[src/hdl/pcg_map.vh]
// ============================================================
// Purpose : constants for the configuration cycle generator
// Assumes : byte-addressed cpu i/o space, 32-bit multiplexed bus
// Notes   : definitions only, no logic
`ifndef PCG_MAP_VH
`define PCG_MAP_VH

// ============================================================
// i/o port addresses (dword index = byte address >> 2)
`define PCG_SEL_PORT        16'h0CF8
`define PCG_DATA_PORT       16'h0CFC
`define PCG_PORT_IDX_MSB    15
`define PCG_PORT_IDX_LSB    2

// ============================================================
// target select register fields
`define PCG_SEL_EN_BIT      31
`define PCG_SEL_RSV_MASK    32'h7F000000
`define PCG_SEL_RESET       32'h00000000
`define PCG_BUS_MSB         23
`define PCG_BUS_LSB         16
`define PCG_DEV_MSB         15
`define PCG_DEV_LSB         11
`define PCG_FUNC_MSB        10
`define PCG_FUNC_LSB        8
`define PCG_IDX_MSB         7
`define PCG_IDX_LSB         2
`define PCG_TYPE_MSB        1
`define PCG_TYPE_LSB        0
`define PCG_TYPE0           2'h0
`define PCG_TYPE1           2'h1
`define PCG_IDSEL_BASE      11
`define PCG_IDSEL_MAX_DEV   5'h14

// ============================================================
// access sizes on the cpu port
`define PCG_SIZE_8          2'h0
`define PCG_SIZE_16         2'h1
`define PCG_SIZE_32         2'h2

// ============================================================
// bus commands driven on the byte-enable lines in the address phase
`define PCG_CMD_IO_RD       4'h2
`define PCG_CMD_IO_WR       4'h3
`define PCG_CMD_MEM_RD      4'h6
`define PCG_CMD_MEM_WR      4'h7
`define PCG_CMD_CFG_RD      4'hA
`define PCG_CMD_CFG_WR      4'hB

// ============================================================
// timing: bus clock, dword step, claim timeout
`define PCG_BUS_MHZ         33
`define PCG_DWORD_STEP      30'h00000001
`define PCG_DEVSEL_TO       3'h5
`define PCG_ALL_ONES        32'hFFFFFFFF
`define PCG_LEN_ZERO        4'h0

`endif

[src/hdl/pcg_bridge.v]
// ============================================================
// Purpose : turns cpu i/o and memory requests into bus cycles,
//           including configuration cycles via the two i/o ports
// Assumes : one clock (the bus clock), targets claim by their own decode
// Notes   : outputs all registered; bus pins split into in/out/enable
`timescale 1ns/1ps
`include "pcg_map.vh"

// Notes on behaviour
// - bus is 33 MHz, address and data share the same 32 lines.
// - one address phase of one clock, then one or more data phases, each held until trdy; each later burst phase here follows an idle clock with irdy high.
// - memory burst sends one address; later phases carry data only.
// - address phase command names i/o, memory, configuration or special class.
// - each burst phase moves one dword; implied address rises by four.
// - select port at 0CF8h, read/write, answers only 32-bit accesses.
// - data port at 0CFCh, read/write, 8/16/32-bit, carries config data.
// - select bits 30..24 reserved; writes ignored, reads give zero.
// - select bits 23..16 hold target bus number.
// - select bits 15..11 hold device number.
// - select bits 10..8 function number, passed onto address lines.
// - select bits 7..2 register index, appears unchanged on address lines.
// - select bits 1..0: 00 type 0 cycle, 01 type 1 cycle.
// - type 0 cycle addresses a device on this bus.
// - type 1 cycle addresses downstream bus named by bits 23..16.
// - type 0 decodes device number to exactly one line of 31..11; devices 21..31 drive no line here.
module pcg_bridge
(
    input  wire        sys_clk_i,
    input  wire        rst_n_i,
    // cpu request port
    input  wire        req_i,
    input  wire        req_mem_i,
    input  wire        req_wr_i,
    input  wire [31:0] req_addr_i,
    input  wire [1:0]  req_size_i,
    input  wire [3:0]  req_len_i,
    input  wire [31:0] req_wdata_i,
    output reg         busy_o,
    output reg         phase_ack_o,
    output reg         done_o,
    output reg         err_o,
    output reg  [31:0] rdata_o,
    // shared address/data lines
    input  wire [31:0] ad_i,
    output reg  [31:0] ad_o,
    output reg         ad_oe_o,
    output reg  [3:0]  cbe_n_o,
    output reg         cbe_oe_o,
    output reg         frame_n_o,
    output reg         irdy_n_o,
    output reg         ctl_oe_o,
    input  wire        trdy_n_i,
    input  wire        devsel_n_i,
    input  wire        stop_n_i
);

    // ============================================================
    // one-hot states
    localparam S_IDLE = 5'b00001;
    localparam S_ADDR = 5'b00010;
    localparam S_DATA = 5'b00100;
    localparam S_GAP  = 5'b01000;
    localparam S_TURN = 5'b10000;

    reg  [4:0]  state;
    reg  [31:0] cfg_target_select;
    reg         cyc_wr;
    reg  [3:0]  len_left;
    reg  [29:0] cur_dword;
    reg  [2:0]  claim_cnt;
    reg  [3:0]  phase_be;
    reg  [3:0]  next_be;
    reg  [3:0]  next_cmd;
    reg  [31:0] next_addr;

    wire [31:0] cfg_addr;
    wire [13:0] port_idx;
    wire        hit_sel;
    wire        hit_data;
    wire        cfg_on;
    wire        xfer;
    wire        last_phase;
    wire        claim_lost;
    wire        target_end;

    // ============================================================
    // configuration address word from the select register
    pcg_cfg_addr u_cfg_addr
    (
        .sel_i  (cfg_target_select),
        .addr_o (cfg_addr)
    );

    // ============================================================
    // i/o port decode
    assign port_idx = req_addr_i[`PCG_PORT_IDX_MSB:`PCG_PORT_IDX_LSB];
    assign hit_sel  = !req_mem_i
                      && (port_idx == `PCG_SEL_PORT >> `PCG_PORT_IDX_LSB)
                      && (req_size_i == `PCG_SIZE_32)
                      && (req_addr_i[1:0] == 2'h0);
    assign hit_data = !req_mem_i
                      && (port_idx == `PCG_DATA_PORT >> `PCG_PORT_IDX_LSB);
    assign cfg_on   = cfg_target_select[`PCG_SEL_EN_BIT];

    // ============================================================
    // byte enables from offset and size of the access
    always @*
    begin
        next_be = 4'h0;
        case (req_size_i)
            `PCG_SIZE_8:
            begin
                next_be = 4'h1 << req_addr_i[1:0];
            end
            `PCG_SIZE_16:
            begin
                next_be = req_addr_i[1] ? 4'hC : 4'h3;
            end
            default:
            begin
                next_be = 4'hF;
            end
        endcase
    end

    // ============================================================
    // cycle class and address for the coming address phase
    always @*
    begin
        next_addr = req_addr_i;
        next_cmd  = req_wr_i ? `PCG_CMD_IO_WR : `PCG_CMD_IO_RD;
        if (req_mem_i)
        begin
            // dword address, low bits 00 ask for linear order
            next_addr = {req_addr_i[31:2], 2'h0};
            next_cmd  = req_wr_i ? `PCG_CMD_MEM_WR : `PCG_CMD_MEM_RD;
        end
        else if (hit_data && cfg_on)
        begin
            next_addr = cfg_addr;
            next_cmd  = req_wr_i ? `PCG_CMD_CFG_WR : `PCG_CMD_CFG_RD;
        end
        // otherwise a plain i/o cycle on the full byte address
    end

    // ============================================================
    // bus handshake terms
    assign xfer       = (state == S_DATA) && !irdy_n_o && !trdy_n_i;
    assign last_phase = (len_left == `PCG_LEN_ZERO);
    assign claim_lost = (state == S_DATA) && devsel_n_i
                        && (claim_cnt == `PCG_DEVSEL_TO);
    assign target_end = (state == S_DATA) && !stop_n_i && !devsel_n_i;

    // ============================================================
    // sequencer: address phase, data phases, turnaround
    always @(posedge sys_clk_i or negedge rst_n_i)
    begin
        if (!rst_n_i)
        begin
            state             <= S_IDLE;
            cfg_target_select <= `PCG_SEL_RESET;
            cyc_wr            <= 1'b0;
            len_left          <= 4'h0;
            cur_dword         <= 30'h0;
            claim_cnt         <= 3'h0;
            phase_be          <= 4'h0;
            busy_o            <= 1'b0;
            phase_ack_o       <= 1'b0;
            done_o            <= 1'b0;
            err_o             <= 1'b0;
            rdata_o           <= 32'h0;
            ad_o              <= 32'h0;
            ad_oe_o           <= 1'b0;
            cbe_n_o           <= 4'hF;
            cbe_oe_o          <= 1'b0;
            frame_n_o         <= 1'b1;
            irdy_n_o          <= 1'b1;
            ctl_oe_o          <= 1'b0;
        end
        else
        begin
            phase_ack_o <= 1'b0;
            done_o      <= 1'b0;
            case (state)
                S_IDLE:
                begin
                    if (req_i && hit_sel)
                    begin
                        // local register, no bus cycle
                        if (req_wr_i)
                        begin
                            cfg_target_select <= req_wdata_i & ~`PCG_SEL_RSV_MASK;
                        end
                        rdata_o <= cfg_target_select & ~`PCG_SEL_RSV_MASK;
                        err_o   <= 1'b0;
                        done_o  <= 1'b1;
                    end
                    else if (req_i)
                    begin
                        // address phase: address and command on the lines
                        state     <= S_ADDR;
                        busy_o    <= 1'b1;
                        cyc_wr    <= req_wr_i;
                        ad_o      <= next_addr;
                        ad_oe_o   <= 1'b1;
                        cbe_n_o   <= next_cmd;
                        cbe_oe_o  <= 1'b1;
                        frame_n_o <= 1'b0;
                        ctl_oe_o  <= 1'b1;
                        phase_be  <= next_be;
                        len_left  <= req_mem_i ? req_len_i : `PCG_LEN_ZERO;
                        cur_dword <= next_addr[31:2];
                    end
                end
                S_ADDR:
                begin
                    // first data phase; reads release the shared lines
                    state     <= S_DATA;
                    claim_cnt <= 3'h0;
                    ad_o      <= req_wdata_i;
                    ad_oe_o   <= cyc_wr;
                    cbe_n_o   <= ~phase_be;
                    irdy_n_o  <= 1'b0;
                    frame_n_o <= last_phase;
                end
                S_DATA:
                begin
                    if (devsel_n_i && claim_cnt != `PCG_DEVSEL_TO)
                    begin
                        claim_cnt <= claim_cnt + 3'h1;
                    end
                    if (xfer)
                    begin
                        if (!cyc_wr)
                        begin
                            rdata_o <= ad_i;
                        end
                        phase_ack_o <= 1'b1;
                        err_o       <= 1'b0;
                        if (last_phase || !stop_n_i)
                        begin
                            state     <= S_TURN;
                            frame_n_o <= 1'b1;
                            irdy_n_o  <= 1'b1;
                            ad_oe_o   <= 1'b0;
                        end
                        else
                        begin
                            // next dword, no new address on the lines
                            state     <= S_GAP;
                            irdy_n_o  <= 1'b1;
                            len_left  <= len_left - 4'h1;
                            cur_dword <= cur_dword + `PCG_DWORD_STEP;
                        end
                    end
                    else if (claim_lost || target_end)
                    begin
                        // nobody claimed, or target stopped without data
                        state     <= S_TURN;
                        frame_n_o <= 1'b1;
                        irdy_n_o  <= 1'b1;
                        ad_oe_o   <= 1'b0;
                        err_o     <= 1'b1;
                        if (claim_lost && !cyc_wr)
                        begin
                            rdata_o <= `PCG_ALL_ONES;
                        end
                    end
                end
                S_GAP:
                begin
                    // next burst word loaded, all four lanes
                    state     <= S_DATA;
                    ad_o      <= req_wdata_i;
                    cbe_n_o   <= 4'h0;
                    irdy_n_o  <= 1'b0;
                    frame_n_o <= last_phase;
                end
                S_TURN:
                begin
                    // release lines, finish request
                    state    <= S_IDLE;
                    cbe_oe_o <= 1'b0;
                    cbe_n_o  <= 4'hF;
                    ctl_oe_o <= 1'b0;
                    busy_o   <= 1'b0;
                    done_o   <= 1'b1;
                end
                default:
                begin
                    state <= S_IDLE;
                end
            endcase
        end
    end

endmodule // pcg_bridge

[src/hdl/pcg_cfg_addr.v]
// ============================================================
// Purpose : forms the address-phase word of a configuration cycle
// Assumes : select register value is already latched
// Notes   : combinational; type 0 decodes devices 0..20 to one idsel line, 21..31 to none
`timescale 1ns/1ps
`include "pcg_map.vh"

module pcg_cfg_addr
(
    input  wire [31:0] sel_i,
    output reg  [31:0] addr_o
);

    wire [4:0] dev_num;
    wire [5:0] idsel_pos;
    integer    bit_n;

    assign dev_num   = sel_i[`PCG_DEV_MSB:`PCG_DEV_LSB];
    assign idsel_pos = {1'b0, dev_num} + 6'd`PCG_IDSEL_BASE;

    // ============================================================
    // address word for type 0 or type 1
    always @*
    begin
        addr_o = 32'h00000000;
        if (sel_i[`PCG_TYPE_MSB:`PCG_TYPE_LSB] == `PCG_TYPE1)
        begin
            // bus, device, function, index carried through, type bits 01
            addr_o = {8'h00, sel_i[23:2], `PCG_TYPE1};
        end
        else
        begin
            // function and index pass unchanged, type bits 00
            addr_o[`PCG_FUNC_MSB:`PCG_FUNC_LSB] = sel_i[`PCG_FUNC_MSB:`PCG_FUNC_LSB];
            addr_o[`PCG_IDX_MSB:`PCG_IDX_LSB]   = sel_i[`PCG_IDX_MSB:`PCG_IDX_LSB];
            // one upper line high as chip select, none past line 31
            for (bit_n = `PCG_IDSEL_BASE; bit_n < 32; bit_n = bit_n + 1)
            begin
                if (idsel_pos == bit_n[5:0])
                begin
                    addr_o[bit_n] = 1'b1;
                end
            end
        end
    end

endmodule // pcg_cfg_addr

[config.mk]
export PLATFORM = sky130hd
export DESIGN_NAME = pcg_bridge
export DESIGN_NICKNAME = d
export VERILOG_FILES = /design/src/hdl/pcg_bridge.v /design/src/hdl/pcg_cfg_addr.v
export VERILOG_INCLUDE_DIRS = /design/src /design/src/hdl
export SDC_FILE = /design/constraint.sdc
export NUM_CORES = 1
export LEC_CHECK = 0
export BUFFER_PORTS_ARGS = -buffer_cell sky130_fd_sc_hd__clkbuf_2
export CAP_MARGIN = 20
export CORE_MARGIN = 4
export CORE_UTILIZATION = 38
export CTS_CLUSTER_SIZE = 28
export DETAILED_ROUTE_END_ITERATION = 10
export PLACE_DENSITY = 0.74
export SETUP_SLACK_MARGIN = 0.05
export SYNTH_ARGS = -nofsm -noshare
export SYNTH_HDL_FRONTEND = slang
export SYNTH_HIERARCHICAL = 1
export SYNTH_SLANG_ARGS = --single-unit
[constraint.sdc]
create_clock -name sys_clk_i -period 4.65 [get_ports sys_clk_i]
set_clock_uncertainty 0.05 [all_clocks]
set_input_delay 0.2325 -clock sys_clk_i [delete_from_list [all_inputs] [get_ports sys_clk_i]]
set_output_delay 0.2325 -clock sys_clk_i [all_outputs]
set_load 0.1 [all_outputs]
==> impl_metrics.yaml, run 1 <==
power_and_ir_drop:
  ir_drop_mv: 0.653
  p_leak_nw: 3.70
  p_per_area_nw_per_um2: 843
placed_design:
  place_area_um2: 7010
  io_buffers: 186
  hpwl_um: 13600
  place_congestion: 0.872
global_route:
  grt_pass1_wl_um: 29600
  grt_overflow: 0
  grt_use_total: 0.211
  grt_pass1_vias: 5416
  antenna_found_initial: 0
  grt_max_degree: 75
die:
  die_w_um: 134
  core_um2: 15400
  ios: 187
  die_h_um: 134
  initial_core_util: 0.393
  dieArea_um2: 18000
  rows: 45
timing:
  max_freq_mhz: 358
  finalCriticalPeriod_ns: 2.79
  worst_pin_slew_ns: 0.956
  finalHoldViolCount: 0
  timing.hold.ws_ns: 0.0157
  setup_viol: 0
  maxSlewViolCount: 0
  relSlewSlack: 0.363
  fin_crit_sh: 0.600
  fin_setup_tns_ns: 0
  rsz0062_at_grt: "false"
detailed_routing:
  drc: 0
  viasPerCell: 5.56
  routed_wl_um: 18900
  dr.pass1.iters: 5
  ant_nets: 0
  routedWlPerCell_um: 19.3
  dr_total_vias: 5447
  drtIter0Drc: 440
clock_network:
  clockBufferDepth: 2
  cts_resized: 0
  tritoncts: "built"
  clock-root-buffer: "clkbuf_16"
  cts_sinks: 117
  numCtsBuffers: 17
  path_clk_slew_ns: 0.05
  h-tree-depth: 4
  clkLatencyLatePin_ns: 0.41
critical_path:
  critPathCaptureType: "register"
  r2r_setup_slack_ns: 1.86
  cp-start-kind: "register"
  worst-endpoint-required_ns: 4.89
  reg2reg_depth: 7
  crit_type: "reg -> reg"
  crit_fanout: 40
  critPathArrivalTime_ns: 3.03
worst_hold_path:
  hold_depth: 3
  hp-class: "in -> reg"
logic_synthesis:
  synth_fp_nets: 696
  syn_area_um2: 6060
  syn_avg_cell_area_um2: 10.4
  syn_inst: 583
  yosysWarnings: 6
final_layout:
  stdcell_area_um2: 7770
  drive_above_1_share: 0.356
  nets: 867
  syn2layout_area_growth_pct: 28.3
  fillers: 1457
outcome:
  run_status: "finished, final reports clean"
job:
  drv_cap: 0
[where the power goes]
part	switching (mW)	internal (mW)
clock	0.459	0.911
combinational	2.93	0.588
sequential	0.258	1.41
[placed cells by master (no fill, tap or decap), types with 5 or more instances in the layout]
| cell | n |
|---|---|
| inv_1 | 10 |
| nor3_1 | 9 |
| dfrtp_1 | 110 |
| a21oi_1 | 21 |
| nor2_1 | 20 |
| mux2_2 | 5 |
| dlygate4sd3_1 | 13 |
| o21ai_0 | 33 |
| o21a_1 | 26 |
| o211ai_1 | 33 |
| clkbuf_2 | 185 |
| mux2i_1 | 19 |
| a22o_1 | 8 |
| clkbuf_16 | 17 |
| buf_4 | 8 |
| a221o_1 | 25 |
| dfstp_2 | 7 |
| mux2_4 | 20 |
| clkbuf_8 | 5 |
| nand2_1 | 60 |
| nand3_1 | 51 |
[area by class of cell]
cell class	count	area (um2)	area share
clock inverter	8	120	0.0154
multi-input combinational	400	2780	0.357
antenna	1	2.50	0.000322
inverter	11	41.3	0.00531
timing repair buffer	207	1130	0.145
clock buffer	24	502	0.0645
tap	211	264	0.0340
sequential	117	2940	0.378
[what timing repair did]
item                                   4_1_cts  5_1_grt
endpoints found under the hold margin       79        0
hold buffers                                13        0
setup buffers                                0        0
[state kept, by name (all words and copies together), names as in the netlist, 3 cells and up]
name / count
ad_o: 32
rdata_o: 32
cfg_target_select: 25
state: 5
cbe_n_o: 4
len_left: 4
phase_be: 4
claim_cnt: 3
[path summary, 6_finish.rpt]
kind,start,endpoint
setup / recovery,state[1]$_DFFE_PN0P_,rdata_o[16]$_DFFE_PN0P_
hold / removal,req_wdata_i[16],ad_o[16]$_DFFE_PN0P_
setup reg to reg,state[1]$_DFFE_PN0P_,rdata_o[16]$_DFFE_PN0P_
hold reg to reg,frame_n_o$_DFFE_PN1P_,frame_n_o$_DFFE_PN1P_
max in group asynchronous,rst_n_i,cfg_target_select[12]$_DFFE_PN0P_
min in group asynchronous,rst_n_i,rdata_o[28]$_DFFE_PN0P_
[per-layer routing]
metal,GRT usage,vias to the layer above,share of wire
li1,-,2497,-
met2,0.333,270,0.47
met3,0.0851,25,0.099
met4,0.0628,0,0.015
met1,0.269,2655,0.42
met5,0,-,0
[per-stage QoR]
| step | instances | total power, mW | utilization | setup WS, ns |
|---|---|---|---|---|
| 3_5_place_dp | 932 | 5.20 | 0.454 | 1.71 |
| 4_1_cts | 977 | 6.59 | 0.503 | 1.68 |
| 6_report | 979 | 6.55 | 0.504 | 1.86 |
| 3_3_place_gp | 932 | 5.16 | 0.454 | 1.73 |
| 2_1_floorplan | 583 | 4.54 | - | 2.43 |
| 5_1_grt | 978 | 6.82 | 0.504 | 1.69 |
[critical path, stage by stage, from the launching register on]
cell and delay [ns]:
dfrtp_1 0.45, nor4_1 0.46, nand2_1 0.35, a211oi_4 0.24, buf_4 0.43, nor2_2 0.16
buf_8 0.20, a221o_1 0.32
(Power assumes the default switching activity.)
==> run 2: changes to the inputs <==
==> constraint.sdc (replaced) <==
create_clock -name sys_clk_i -period 2.72 [get_ports sys_clk_i]
set_clock_uncertainty 0.05 [all_clocks]
set_input_delay 0.136 -clock sys_clk_i [delete_from_list [all_inputs] [get_ports sys_clk_i]]
set_output_delay 0.136 -clock sys_clk_i [all_outputs]
set_load 0.1 [all_outputs]
==> run 2 against run 1 <==
Largest power group unchanged; sequential cell count unchanged; global-route usage is 1.8 points higher; cell count increased by 8.2%; critical endpoint is now ad_o[27]$_DFFE_PN0P_; worst hold slack worse by 0.0025 ns; die area is the same; sequential power grew 71%; first-iteration DRC count fell by 3.2%; register-to-register slack worse by 1.6 ns; critical path depth grew 4; worst setup slack got worse by 1.7 ns; power rose by 78%; final area is 10% higher.
==> impl_metrics.yaml, run 2 (synthesis results as in run 1) <==
outcome:
  run_status: "finished, final reports clean"
die:
  dieArea_um2: 18000
  core_um2: 15400
  initial_core_util: 0.393
  die_w_um: 134
  die_h_um: 134
  rows: 45
  ios: 187
final_layout:
  regArea_um2: 2940
  nets: 946
  drive_above_1_share: 0.338
  fin_cells: 1059
  stdcell_area_um2: 8570
  final_common_cell: "clkbuf_2"
  final_cell_mix: "clkbuf_2 (185), dfrtp_1 (110), dlygate4sd3_1 (79)"
  syn2layout_area_growth_pct: 41.5
  finish.utilization: 0.556
  top_regs: "ad_o x32, rdata_o x32, cfg_target_select x25"
  multi_input_area_um2: 2780
  fillers: 1378
detailed_routing:
  drtIter0Drc: 426
  drc: 0
  viasPerCell: 5.58
  routed_wl_um: 20900
  dr_total_vias: 5910
  dr.pass1.iters: 4
  routedWlPerCell_um: 19.7
  ant_nets: 0
power_and_ir_drop:
  ir_drop_mv: 1.23
  switching_share: 0.549
  p_per_area_nw_per_um2: 1360
  power_switching_mw: 6.40
  internal-power_mw: 5.24
  pwr-share-seq: 0.246
  p_clk_frac: 0.197
  finalPower_mw: 11.6
  comb_power_share: 0.557
  p_leak_nw: 4.07
critical_path:
  critPathArrivalTime_ns: 2.83
  r2r_end: "ad_o[27]$_DFFE_PN0P_"
  r2r-start: "state[2]$_DFFE_PN0P_"
  crit_fanout: 35
  reg2reg_depth: 6
  worst-endpoint-required_ns: 3.02
  cp-start-kind: "primary input"
  crit_type: "in -> reg"
  r2r_setup_slack_ns: 0.22
  critPathCaptureType: "register"
clock_network:
  clock-root-buffer: "clkbuf_16"
  numCtsBuffers: 17
  path_clk_slew_ns: 0.06
  clkLatencyLatePin_ns: 0.41
  h-tree-depth: 4
  tritoncts: "built"
  cts_sinks: 117
  clockBufferDepth: 2
timing:
  finalHoldViolCount: 0
  maxSlewViolCount: 0
  fin_crit_sh: 0.931
  max_freq_mhz: 395
  timing.hold.ws_ns: 0.0132
  setup_viol: 0
  fin_setup_tns_ns: 0
  worst_slack_ns: 0.188
  rsz0062_at_grt: "false"
  relSlewSlack: 0.613
  worst_pin_slew_ns: 0.583
  finalCriticalPeriod_ns: 2.53
placed_design:
  io_buffers: 186
  pre_cts_ws_ns: 0.350
  hpwl_um: 13900
  place_area_um2: 7120
  place_congestion: 0.864
  dp_cells: 942
job:
  drv_cap: 0
global_route:
  grt_max_degree: 70
  grt_overflow: 0
  grt_pass1_wl_um: 32500
  grt_pass1_vias: 5970
  antenna_found_initial: 0
  grt_use_total: 0.229
worst_hold_path:
  min_from: "req_addr_i[20]"
  hold_depth: 3
  hp-class: "in -> reg"
  hold_end: "ad_o[20]$_DFFE_PN0P_"
-- run 2: area by class of cell --
| class | instances | share of cell area |
|---|---|---|
| Antenna cell | 2 | 0.000584 |
| Clock buffer | 23 | 0.0558 |
| Clock inverter | 9 | 0.0146 |
| Inverter | 11 | 0.00482 |
| Multi-Input combinational cell | 400 | 0.325 |
| Sequential cell | 117 | 0.343 |
| Tap cell | 211 | 0.0308 |
| Timing Repair Buffer | 286 | 0.226 |
-- run 2: timing repair --
action                                  4_1_cts  5_1_grt
endpoints found under the hold margin       141        0
resized for setup                             0        1
hold buffers                                 79        0
buffers inserted                              0        2
endpoints found under the setup margin        0        3
-- run 2: power groups by stage --
stage          logic (mW)  clock network, mW  registers (mW)
2_1_floorplan        1.20                  0            6.56
3_3_place_gp         6.00                  0            2.85
3_5_place_dp         6.08                  0            2.84
4_1_cts              6.40               2.32            2.84
5_1_grt              6.74               2.41            2.93
6_report             6.48               2.30            2.86
-- run 2: worst max-delay path by stage --
stage                         start                                end  slack, ns  depth (start not counted)
3_5_place_dp          req_addr_i[8]  cfg_target_select[11]$_DFFE_PN0P_       0.35                          6
5_1_grt               req_addr_i[3]               ad_o[17]$_DFFE_PN0P_       0.11                         11
4_1_cts               req_addr_i[3]               ad_o[22]$_DFFE_PN0P_       0.21                         10
2_1_floorplan  irdy_n_o$_DFFE_PN1P_            rdata_o[10]$_DFFE_PN0P_       0.50                          6
6_report              req_addr_i[3]               ad_o[27]$_DFFE_PN0P_       0.19                         11
3_3_place_gp   state[4]$_DFFE_PN0P_            rdata_o[22]$_DFFE_PN0P_       0.38                          5
-- run 2: metal layers --
metal,vias up,wire [um],GRT usage
met2,314,10200,0.380
li1,2649,-,-
met1,2903,8400,0.283
met5,-,0,0
met3,44,1830,0.0750
met4,0,460,0.0758
-- run 2: critical path: stages --
cell and delay [ns]:
dlygate4sd3_1 0.52, clkbuf_2 0.13, nand4b_1 0.09, buf_4 0.17
nor4_4 0.26, buf_4 0.17, a211o_2 0.22, buf_12 0.23
nand3_1 0.13, o211ai_1 0.16, dlygate4sd3_1 0.58
